### config.mk
export PLATFORM = sky130hd
export DESIGN_NAME = led_matrix_function_config_regs
export DESIGN_NICKNAME = d
export VERILOG_FILES = /design/src/led_fc_pkg.sv /design/src/cfg_word.sv /design/src/level_offset.sv /design/src/led_matrix_function_config_regs.sv
export VERILOG_INCLUDE_DIRS = /design/src
export SDC_FILE = /design/constraint.sdc
export NUM_CORES = 1
export LEC_CHECK = 0
export BUFFER_PORTS_ARGS = -buffer_cell sky130_fd_sc_hd__buf_4
export CORE_ASPECT_RATIO = 1.4
export CORE_MARGIN = 2
export CORE_UTILIZATION = 50
export CTS_CLUSTER_SIZE = 16
export DETAILED_ROUTE_END_ITERATION = 16
export PLACE_DENSITY = 0.76
export SLEW_MARGIN = 0
export SYNTH_ARGS = -nofsm -noshare
export SYNTH_HDL_FRONTEND = slang
export SYNTH_SLANG_ARGS = --single-unit
export TNS_END_PERCENT = 20
### constraint.sdc
create_clock -name I_SYS_CLK -period 8.8 [get_ports I_SYS_CLK]
set_clock_uncertainty 0.2 [all_clocks]
set_input_delay 1.76 -clock I_SYS_CLK [delete_from_list [all_inputs] [get_ports I_SYS_CLK]]
set_output_delay 1.76 -clock I_SYS_CLK [all_outputs]
set_load 0.05 [all_outputs]
### src/led_fc_defs.svh
/*
 * Offsets, field positions, reset values and clock counts of the two
 * function-configuration registers and their status word.
 * Assumes inclusion by the package, the register bank and the bench.
 */
`ifndef LED_FC_DEFS_SVH
`define LED_FC_DEFS_SVH

`define ADDR_W          8
`define CFG1_LO_OFS     8'h00
`define CFG1_HI_OFS     8'h04
`define CFG2_LO_OFS     8'h08
`define CFG2_HI_OFS     8'h0c
`define STATUS_OFS      8'h10

`define CFG1_LO_RST     32'h0094a400
`define CFG1_HI_RST     32'h000000e0
`define CFG2_LO_RST     32'h00000666
`define CFG2_HI_RST     32'h00003b80
`define CFG1_LO_WMASK   32'hffffffff
`define CFG1_HI_WMASK   32'h00007fff
`define CFG2_LO_WMASK   32'hffffffff
`define CFG2_HI_WMASK   32'h0000bf8f

`define SEG_LSB         0
`define SMOOTH_LSB      10
`define BOOST_LSB       25
`define SWITCH_LSB      37
`define BLACK_LSB       41
`define PDC_LSB         0
`define DECOUPLE_LSB    12
`define COMP_LSB        24
`define STAT_SEG_LSB    0
`define STAT_SW_LSB     16

`define SEG_CODE_SHORT  10'h07f
`define SEG_CODE_LONG   10'h3ff
`define SEG_CLK_SHORT   11'h080
`define SEG_CLK_LONG    11'h400
`define SW_CLK_ZERO     9'h02d
`define SW_CLK_STEP     9'h01e
`define SW_CLK_RST      9'h0f0
`define SMOOTH_LVL_RST  6'h0a
`define PDC_CODE_RST    4'h6

`define RESP_OKAY       2'h0
`define RESP_SLVERR     2'h2

`endif

### src/led_fc_pkg.sv
/*
 * Types carried between the register bank and its users.
 * Assumes the defs header sits in the same folder.
 */
`include "led_fc_defs.svh"
package led_fc_pkg;
	typedef struct packed {
		logic [3:0] r;
		logic [3:0] g;
		logic [3:0] b;
	} rgb4_t;
	typedef struct packed {
		logic [4:0] r;
		logic [4:0] g;
		logic [4:0] b;
	} rgb5_t;
	typedef struct packed {
		logic [5:0] r;
		logic [5:0] g;
		logic [5:0] b;
	} rgb6_t;
endpackage

### src/cfg_word.sv
/*
 * One 32-bit configuration word with byte strobes and a write mask.
 * Assumes the caller gives a one-cycle write pulse on its own clock.
 */
`timescale 1ns/1ps
`default_nettype none
module cfg_word #(
	parameter logic [31:0] RESET = 32'h00000000,
	parameter logic [31:0] WMASK = 32'hffffffff
) (
	// clock and reset
	input  wire logic        i_clk,
	input  wire logic        i_rst,
	// write side
	input  wire logic        i_we,
	input  wire logic [3:0]  i_strb,
	input  wire logic [31:0] i_wdata,
	// stored value
	output logic      [31:0] o_q
);
	logic [31:0] lane;
	logic [31:0] keep;
	logic [31:0] next_q;

	assign lane = {{8{i_strb[3]}}, {8{i_strb[2]}},
		{8{i_strb[1]}}, {8{i_strb[0]}}};
	// masked bits never load, so they keep their reset value for good
	assign keep = lane & WMASK;
	assign next_q = (o_q & ~keep) | (i_wdata & keep);

	always_ff @(posedge i_clk or posedge i_rst) begin
		if (i_rst) begin
			o_q <= RESET;
		end else if (i_we) begin
			o_q <= next_q;
		end
	end
endmodule
`default_nettype wire

### src/level_offset.sv
/*
 * Turns a level code into its one-based level number.
 * Assumes nothing; purely combinational.
 */
`timescale 1ns/1ps
`default_nettype none
module level_offset #(
	parameter int W = 4
) (
	// code in
	input  wire logic [W-1:0] i_code,
	// level out
	output logic      [W:0]   o_level
);
	assign o_level = {1'b0, i_code} + {{W{1'b0}}, 1'b1};
endmodule
`default_nettype wire

### src/led_matrix_function_config_regs.sv
/*
 * Function-configuration register bank of the matrix driver: two 48-bit
 * configuration registers, each split over two 32-bit words, plus a
 * read-only status word, on an AXI4-Lite slave. Decoded settings leave
 * as registered outputs.
 * Assumes a master that keeps AXI4-Lite rules and one clock domain.
 */
`timescale 1ns/1ps
`default_nettype none
`include "led_fc_defs.svh"
module led_matrix_function_config_regs
	import led_fc_pkg::*;
(
	// clock and reset
	input  wire logic        I_SYS_CLK,
	input  wire logic        I_SYS_RST,
	// write address channel
	input  wire logic [7:0]  I_AWADDR,
	input  wire logic [2:0]  I_AWPROT,
	input  wire logic        I_AWVALID,
	output logic             O_AWREADY,
	// write data channel
	input  wire logic [31:0] I_WDATA,
	input  wire logic [3:0]  I_WSTRB,
	input  wire logic        I_WVALID,
	output logic             O_WREADY,
	// write response channel
	output logic [1:0]       O_BRESP,
	output logic             O_BVALID,
	input  wire logic        I_BREADY,
	// read address channel
	input  wire logic [7:0]  I_ARADDR,
	input  wire logic [2:0]  I_ARPROT,
	input  wire logic        I_ARVALID,
	output logic             O_ARREADY,
	// read data channel
	output logic [31:0]      O_RDATA,
	output logic [1:0]       O_RRESP,
	output logic             O_RVALID,
	input  wire logic        I_RREADY,
	// decoded settings
	output logic [10:0]      O_SEGMENT_CLOCK_COUNT,
	output rgb6_t            O_LOWGRAY_SMOOTHING,
	output rgb4_t            O_LOWGRAY_BOOST,
	output logic [8:0]       O_SCAN_LINE_SWITCH_TIME,
	output logic [5:0]       O_BLACK_FIELD_ADJUST,
	output rgb4_t            O_PREDISCHARGE_LEVEL,
	output rgb5_t            O_DECOUPLING_LEVEL,
	output rgb5_t            O_LOWGRAY_COMPENSATION
);
	// write path state
	logic        aw_held;
	logic [7:0]  aw_addr;
	logic        w_held;
	logic [31:0] w_data;
	logic [3:0]  w_strb;
	logic        bvalid;
	logic [1:0]  bresp;
	// read path state
	logic        rvalid;
	logic [1:0]  rresp;
	logic [31:0] rdata;

	// configuration words
	logic [31:0] cfg1_lo;
	logic [31:0] cfg1_hi;
	logic [31:0] cfg2_lo;
	logic [31:0] cfg2_hi;
	logic [47:0] cfg1;
	logic [47:0] cfg2;

	// bus decode
	logic        aw_fire;
	logic        w_fire;
	logic        wr_go;
	logic        ar_fire;
	logic [7:0]  wr_word;
	logic [7:0]  rd_word;
	logic        wr_c1l;
	logic        wr_c1h;
	logic        wr_c2l;
	logic        wr_c2h;
	logic        wr_hit;
	logic        rd_hit;
	logic [31:0] rd_mux;
	logic [31:0] status;

	// field views; per-colour slices are nets, one driver per element
	logic [9:0]           segment_clock_count;
	wire logic [2:0][4:0] smooth_code;
	wire logic [2:0][5:0] smooth_lvl;
	logic [3:0]           red_lowgray_boost;
	logic [3:0]           green_lowgray_boost;
	logic [3:0]           blue_lowgray_boost;
	logic [3:0]           scan_line_switch_time;
	logic [5:0]           black_field_adjust;
	logic [3:0]           red_predischarge_level;
	logic [3:0]           green_predischarge_level;
	logic [3:0]           blue_predischarge_level;
	wire logic [2:0][3:0] decouple_code;
	wire logic [2:0][4:0] decouple_lvl;
	wire logic [2:0][3:0] comp_code;
	wire logic [2:0][4:0] comp_lvl;

	// decoded next values
	logic [10:0] next_seg_clk;
	logic [4:0]  sw_mult;
	logic [8:0]  sw_prod;
	logic [8:0]  next_sw_clk;

	// AXI4-Lite write channels; address and data may arrive in any order
	assign O_AWREADY = !aw_held && !bvalid;
	assign O_WREADY  = !w_held && !bvalid;
	assign aw_fire   = I_AWVALID && O_AWREADY;
	assign w_fire    = I_WVALID && O_WREADY;
	assign wr_go     = aw_held && w_held && !bvalid;
	assign O_BVALID  = bvalid;
	assign O_BRESP   = bresp;

	assign wr_word = {aw_addr[7:2], 2'b00};
	assign wr_c1l  = wr_go && (wr_word == `CFG1_LO_OFS);
	assign wr_c1h  = wr_go && (wr_word == `CFG1_HI_OFS);
	assign wr_c2l  = wr_go && (wr_word == `CFG2_LO_OFS);
	assign wr_c2h  = wr_go && (wr_word == `CFG2_HI_OFS);
	assign wr_hit  = wr_c1l || wr_c1h || wr_c2l || wr_c2h;

	always_ff @(posedge I_SYS_CLK or posedge I_SYS_RST) begin
		if (I_SYS_RST) begin
			aw_held <= 1'b0;
			aw_addr <= 8'h00;
		end else if (aw_fire) begin
			aw_held <= 1'b1;
			aw_addr <= I_AWADDR;
		end else if (wr_go) begin
			aw_held <= 1'b0;
		end
	end

	always_ff @(posedge I_SYS_CLK or posedge I_SYS_RST) begin
		if (I_SYS_RST) begin
			w_held <= 1'b0;
			w_data <= 32'h00000000;
			w_strb <= 4'h0;
		end else if (w_fire) begin
			w_held <= 1'b1;
			w_data <= I_WDATA;
			w_strb <= I_WSTRB;
		end else if (wr_go) begin
			w_held <= 1'b0;
		end
	end

	// the status word and holes in the map refuse writes with SLVERR
	always_ff @(posedge I_SYS_CLK or posedge I_SYS_RST) begin
		if (I_SYS_RST) begin
			bvalid <= 1'b0;
			bresp  <= `RESP_OKAY;
		end else if (wr_go) begin
			bvalid <= 1'b1;
			bresp  <= wr_hit ? `RESP_OKAY : `RESP_SLVERR;
		end else if (I_BREADY) begin
			bvalid <= 1'b0;
		end
	end

	// read channel: one outstanding read, answered one cycle after ar
	assign O_ARREADY = !rvalid;
	assign ar_fire   = I_ARVALID && O_ARREADY;
	assign rd_word   = {I_ARADDR[7:2], 2'b00};
	assign rd_hit    = (rd_word == `CFG1_LO_OFS) ||
		(rd_word == `CFG1_HI_OFS) || (rd_word == `CFG2_LO_OFS) ||
		(rd_word == `CFG2_HI_OFS) || (rd_word == `STATUS_OFS);
	assign rd_mux =
		(rd_word == `CFG1_LO_OFS) ? cfg1_lo :
		(rd_word == `CFG1_HI_OFS) ? cfg1_hi :
		(rd_word == `CFG2_LO_OFS) ? cfg2_lo :
		(rd_word == `CFG2_HI_OFS) ? cfg2_hi :
		(rd_word == `STATUS_OFS)  ? status  : 32'h00000000;
	assign O_RVALID = rvalid;
	assign O_RRESP  = rresp;
	assign O_RDATA  = rdata;

	always_ff @(posedge I_SYS_CLK or posedge I_SYS_RST) begin
		if (I_SYS_RST) begin
			rvalid <= 1'b0;
			rresp  <= `RESP_OKAY;
			rdata  <= 32'h00000000;
		end else if (ar_fire) begin
			rvalid <= 1'b1;
			rresp  <= rd_hit ? `RESP_OKAY : `RESP_SLVERR;
			rdata  <= rd_mux;
		end else if (I_RREADY) begin
			rvalid <= 1'b0;
		end
	end

	// the four storage words; reserved bits are masked off
	cfg_word #(.RESET(`CFG1_LO_RST), .WMASK(`CFG1_LO_WMASK)) u_c1l (
		.i_clk   (I_SYS_CLK),
		.i_rst   (I_SYS_RST),
		.i_we    (wr_c1l),
		.i_strb  (w_strb),
		.i_wdata (w_data),
		.o_q     (cfg1_lo)
	);
	cfg_word #(.RESET(`CFG1_HI_RST), .WMASK(`CFG1_HI_WMASK)) u_c1h (
		.i_clk   (I_SYS_CLK),
		.i_rst   (I_SYS_RST),
		.i_we    (wr_c1h),
		.i_strb  (w_strb),
		.i_wdata (w_data),
		.o_q     (cfg1_hi)
	);
	cfg_word #(.RESET(`CFG2_LO_RST), .WMASK(`CFG2_LO_WMASK)) u_c2l (
		.i_clk   (I_SYS_CLK),
		.i_rst   (I_SYS_RST),
		.i_we    (wr_c2l),
		.i_strb  (w_strb),
		.i_wdata (w_data),
		.o_q     (cfg2_lo)
	);
	cfg_word #(.RESET(`CFG2_HI_RST), .WMASK(`CFG2_HI_WMASK)) u_c2h (
		.i_clk   (I_SYS_CLK),
		.i_rst   (I_SYS_RST),
		.i_we    (wr_c2h),
		.i_strb  (w_strb),
		.i_wdata (w_data),
		.o_q     (cfg2_hi)
	);

	assign cfg1 = {cfg1_hi[15:0], cfg1_lo};
	assign cfg2 = {cfg2_hi[15:0], cfg2_lo};

	// field extraction
	assign segment_clock_count = cfg1[`SEG_LSB +: 10];
	assign red_lowgray_boost   = cfg1[`BOOST_LSB +: 4];
	assign green_lowgray_boost = cfg1[`BOOST_LSB + 4 +: 4];
	assign blue_lowgray_boost  = cfg1[`BOOST_LSB + 8 +: 4];
	assign scan_line_switch_time = cfg1[`SWITCH_LSB +: 4];
	assign black_field_adjust    = cfg1[`BLACK_LSB +: 6];
	assign red_predischarge_level   = cfg2[`PDC_LSB +: 4];
	assign green_predischarge_level = cfg2[`PDC_LSB + 4 +: 4];
	assign blue_predischarge_level  = cfg2[`PDC_LSB + 8 +: 4];

	// index 0 red, 1 green, 2 blue
	generate
		for (genvar c = 0; c < 3; c++) begin : g_colour
			assign smooth_code[c]   = cfg1[`SMOOTH_LSB + 5*c +: 5];
			assign decouple_code[c] = cfg2[`DECOUPLE_LSB + 4*c +: 4];
			assign comp_code[c]     = cfg2[`COMP_LSB + 4*c +: 4];
			level_offset #(.W(5)) u_smooth (
				.i_code  (smooth_code[c]),
				.o_level (smooth_lvl[c])
			);
			level_offset #(.W(4)) u_decouple (
				.i_code  (decouple_code[c]),
				.o_level (decouple_lvl[c])
			);
			level_offset #(.W(4)) u_comp (
				.i_code  (comp_code[c]),
				.o_level (comp_lvl[c])
			);
		end
	endgenerate

	// only the long code selects 1024; any unlisted code stays at 128
	assign next_seg_clk = (segment_clock_count == `SEG_CODE_LONG) ?
		`SEG_CLK_LONG : `SEG_CLK_SHORT;
	assign sw_mult = {1'b0, scan_line_switch_time} + 5'h01;
	assign sw_prod = {4'h0, sw_mult} * `SW_CLK_STEP;
	// code zero is the odd one out, 45 clocks instead of 30 on the 30-clock grid
	assign next_sw_clk = (scan_line_switch_time == 4'h0) ?
		`SW_CLK_ZERO : sw_prod;

	assign status = {7'h00, O_SCAN_LINE_SWITCH_TIME,
		5'h00, O_SEGMENT_CLOCK_COUNT};

	always_ff @(posedge I_SYS_CLK or posedge I_SYS_RST) begin
		if (I_SYS_RST) begin
			O_SEGMENT_CLOCK_COUNT   <= `SEG_CLK_SHORT;
			O_SCAN_LINE_SWITCH_TIME <= `SW_CLK_RST;
			O_BLACK_FIELD_ADJUST    <= 6'h00;
		end else begin
			O_SEGMENT_CLOCK_COUNT   <= next_seg_clk;
			O_SCAN_LINE_SWITCH_TIME <= next_sw_clk;
			O_BLACK_FIELD_ADJUST    <= black_field_adjust;
		end
	end

	always_ff @(posedge I_SYS_CLK or posedge I_SYS_RST) begin
		if (I_SYS_RST) begin
			O_LOWGRAY_SMOOTHING <= '{`SMOOTH_LVL_RST,
				`SMOOTH_LVL_RST, `SMOOTH_LVL_RST};
			O_LOWGRAY_BOOST <= '{4'h0, 4'h0, 4'h0};
		end else begin
			O_LOWGRAY_SMOOTHING <= '{smooth_lvl[0], smooth_lvl[1],
				smooth_lvl[2]};
			O_LOWGRAY_BOOST <= '{red_lowgray_boost,
				green_lowgray_boost, blue_lowgray_boost};
		end
	end

	// the code passes unclamped: keeping it below supply is the host's job
	always_ff @(posedge I_SYS_CLK or posedge I_SYS_RST) begin
		if (I_SYS_RST) begin
			O_PREDISCHARGE_LEVEL <= '{`PDC_CODE_RST, `PDC_CODE_RST,
				`PDC_CODE_RST};
		end else begin
			O_PREDISCHARGE_LEVEL <= '{red_predischarge_level,
				green_predischarge_level,
				blue_predischarge_level};
		end
	end

	always_ff @(posedge I_SYS_CLK or posedge I_SYS_RST) begin
		if (I_SYS_RST) begin
			O_DECOUPLING_LEVEL     <= '{5'h01, 5'h01, 5'h01};
			O_LOWGRAY_COMPENSATION <= '{5'h01, 5'h01, 5'h01};
		end else begin
			O_DECOUPLING_LEVEL <= '{decouple_lvl[0], decouple_lvl[1],
				decouple_lvl[2]};
			O_LOWGRAY_COMPENSATION <= '{comp_lvl[0], comp_lvl[1],
				comp_lvl[2]};
		end
	end
endmodule
`default_nettype wire

==> out/results.txt <==
EDFF count, synth: 0
# fillers: 1567
GR Util met2: 35.5%
Achievable Freq: 282 MHz
DRC: 0
DP Wirelength: 14900 um
Max cap viols: 0
Gpl congestion: 0.749
Overflow after GRT: 0
Final Util: 62.9%
Die H: 174 um
WL/cell: 18.9 um
Initial core utilization: 50.8%
Buffers on Ports: 182
Main flop type after synthesis: dfrtp_1
Register area share after synthesis: 63.3%
Reg clk slew, reported paths: 60 ps
Detailed Route WL: 22300 um
Root Buffer: clkbuf_16
Htree depth: 1
Setup_tns: 0 ps
R2R setup slack: 5250 ps
Leak Pwr: 6.27 nW
Cell family with most CP delay: adder cells
Post-CTS Hold Buffers: 0
CTS Buffer Depth: 3
Grt peak-use layer: met2
Data arrival time of the worst path: 3780 ps
Largest net degree at the start of global routing: 179
I/O pins: 204
CP Buf/Inv Count: 1
Core area: 20400 sq um
Synth area leaders: dfrtp_1 (52%), mux2_2 (15%), dfstp_2 (11%), ha_1 (2.7%), mux4_2 (2.0%)
Routing usage on met1: 25.2%
Top cells by count, synth: dfrtp_1 (216), mux2_2 (134), dfstp_2 (44)
Routed vias: 6357
Hold crit path type: reg2reg
Die Wd: 126 um
Asr flop ratio synth: 100%
Synth area leader: dfrtp_1
Clk sinks: 260
Die ar.: 21900 sq um
YS warnings: 0
Worst slew margin: 29.7%
Share of layout cells above drive strength 1: 46.7%
First-pass GRT wire length: 35300 um
Met3 Use GR: 4.31%
Area grow syn2layout: 23.8%
Gates resized, CTS repair: 0
Syn Inst Count: 711
Startpoint Class: flip-flop
Yosys reg bits: 260
Post-CTS Setup Bufs: 0
Critical Path Max Stage Delay: 610 ps
Syn_area_per_cell: 14.6 sq um
Yosys top cell area share: 52.2%
Final Setup Violations: 0
Hold Fails Final Rpt: 0
RSZ-0062 raised after global routing: no
Mapped cell area: 10400 sq um
Final period utilization: 40.3%
Comb pwr share: 34.1%
Rows: 62
Count of pins over their slew limit: 0
Nets: 993
CTS tree: done
Num CTS Buffers: 25
Sw Share: 37.1%
Status: finished, final reports clean
Crit Path Class: reg2reg
Most frequent cell after synthesis: dfrtp_1
PD cells: 367 nW/um^2
Worst vdd ir: 0.271 mV
Sw Pwr: 0.00175 W
Total power: 0.00471 W
Ant. Diodes: 0
Worst skew pair latency: 510 ps
Worst EP required: 9030 ps
Vias/cell: 5.40
Pint: 0.00296 W
Antenna violations before repair: 0
Slowest stage cell, crit path: dfstp_2
Most common cell on crit path: ha_1
Seq pwr share: 42.9%
All-Layer GR Usage: 20.2%
Vias in the first global route: 6700
Clk pwr share: 23.0%
Tmin final: 3550 ps
DR pass1 iterations: 7
Distinct cells, synth: 54
Detail Route Antenna Nets: 0
Detailed router's first-iteration violation count: 338
Crit path capture type: flip-flop
CP max FO: 8
Worst path cell trace: inv_1, ha_1, xnor2_1, ha_1, ha_1, xnor2_1, ha_1, a211oi_1, o21ai_0, a2111o_1, o21ai_0
Slew @ Worst Pin: 1050 ps
## area by class of cell
class                           instances  area [sq um]  share of cell area [%]
Sequential cell                       260          6560                    51.1
Multi-Input combinational cell        403          3580                    27.9
Timing Repair Buffer                  189          1430                    11.2
Clock buffer                           40           752                    5.86
Tap cell                              256           320                    2.50
Inverter                               25          97.6                   0.761
Clock inverter                          5          88.8                   0.692
## logic make-up (layout without fill, tap and decap cells)
group / after synthesis / after routing / synth area share (%)
flip-flops: 260 / 260 / 63.3
multiplexers: 148 / 148 / 17.0
AND/OR/NAND/NOR: 119 / 119 / 6.41
AO/OA/AOI/OAI: 72 / 72 / 5.14
buffers and inverters: 58 / 259 / 2.60
XOR/XNOR: 28 / 28 / 2.37
adder cells (fa/ha/maj): 25 / 25 / 3.14
other: 1 / 11 / 0.0362
## per-stage QoR
| step | hold WS (ps) | area (sq um) | instances | setup slack [ps] |
|---|---|---|---|---|
| 3_3_place_gp | 161 | 12000 | 1133 | 4880 |
| 5_1_grt | 178 | 12800 | 1178 | 5050 |
| 6_report | 173 | 12800 | 1178 | 5250 |
| 2_1_floorplan | 157 | 10400 | 721 | 3450 |
| 3_5_place_dp | 164 | 12000 | 1133 | 4850 |
| 4_1_cts | 173 | 12800 | 1178 | 5240 |
## path summary, 6_finish.rpt
kind,to,start,depth (start not counted)
worst min-delay path,O_PREDISCHARGE_LEVEL[1],flip-flop,0
max in group asynchronous,aw_addr[7],I_SYS_RST,4
min in group asynchronous,w_data[28],I_SYS_RST,3
worst min register to register,O_PREDISCHARGE_LEVEL[1],flip-flop,0
worst max-delay path,O_SCAN_LINE_SWITCH_TIME[8],flip-flop,11
worst max register to register,O_SCAN_LINE_SWITCH_TIME[8],flip-flop,11
## power by group through the flow
| stage | logic [W] | registers (W) | clock network, W |
|---|---|---|---|
| floorplan | 0.000704 | 0.00245 | 0 |
| global placement | 0.00158 | 0.00203 | 0 |
| detailed placement | 0.00161 | 0.00204 | 0 |
| CTS | 0.00162 | 0.00203 | 0.00111 |
| global route | 0.00172 | 0.00208 | 0.00116 |
| finish | 0.00160 | 0.00202 | 0.00108 |
## worst register-to-register path, delay by kind of cell, from the launching register on
kind | cells | cell delay, ps
DFF | 1 | 610
buffers and inverters | 1 | 80
xor gates and xnor gates | 2 | 430
AOI/OAI and AO/OA | 4 | 950
adders and majority gates | 4 | 1190
## layer usage
layer  part of all wire [%]  vias up
met1                     40     3220
met4                    2.3        0
met2                     52      193
met5                      0        -
li1                       -     2904
met3                    6.3       40
## cell usage in the layout, fill, tap and decap left out, types with 8 or more instances in the layout
cell type | netlist | layout
xor2_1 | 10 | 10
nand2_1 | 24 | 23
nand3_1 | 22 | 22
a222oi_1 | 9 | 9
mux4_2 | 9 | 9
mux2_2 | 134 | 134
dfstp_2 | 44 | 44
xnor2_1 | 18 | 18
buf_4 | 12 | 188
dfrtp_1 | 216 | 216
a22o_1 | 15 | 15
nor2_1 | 26 | 26
ha_1 | 22 | 22
clkbuf_16 | 0 | 25
nor2b_1 | 9 | 8
conb_1 | 1 | 11
clkbuf_1 | 13 | 8
nand3_2 | 8 | 8
o21ai_0 | 23 | 23
inv_1 | 25 | 24
(Power assumes the default switching activity.)
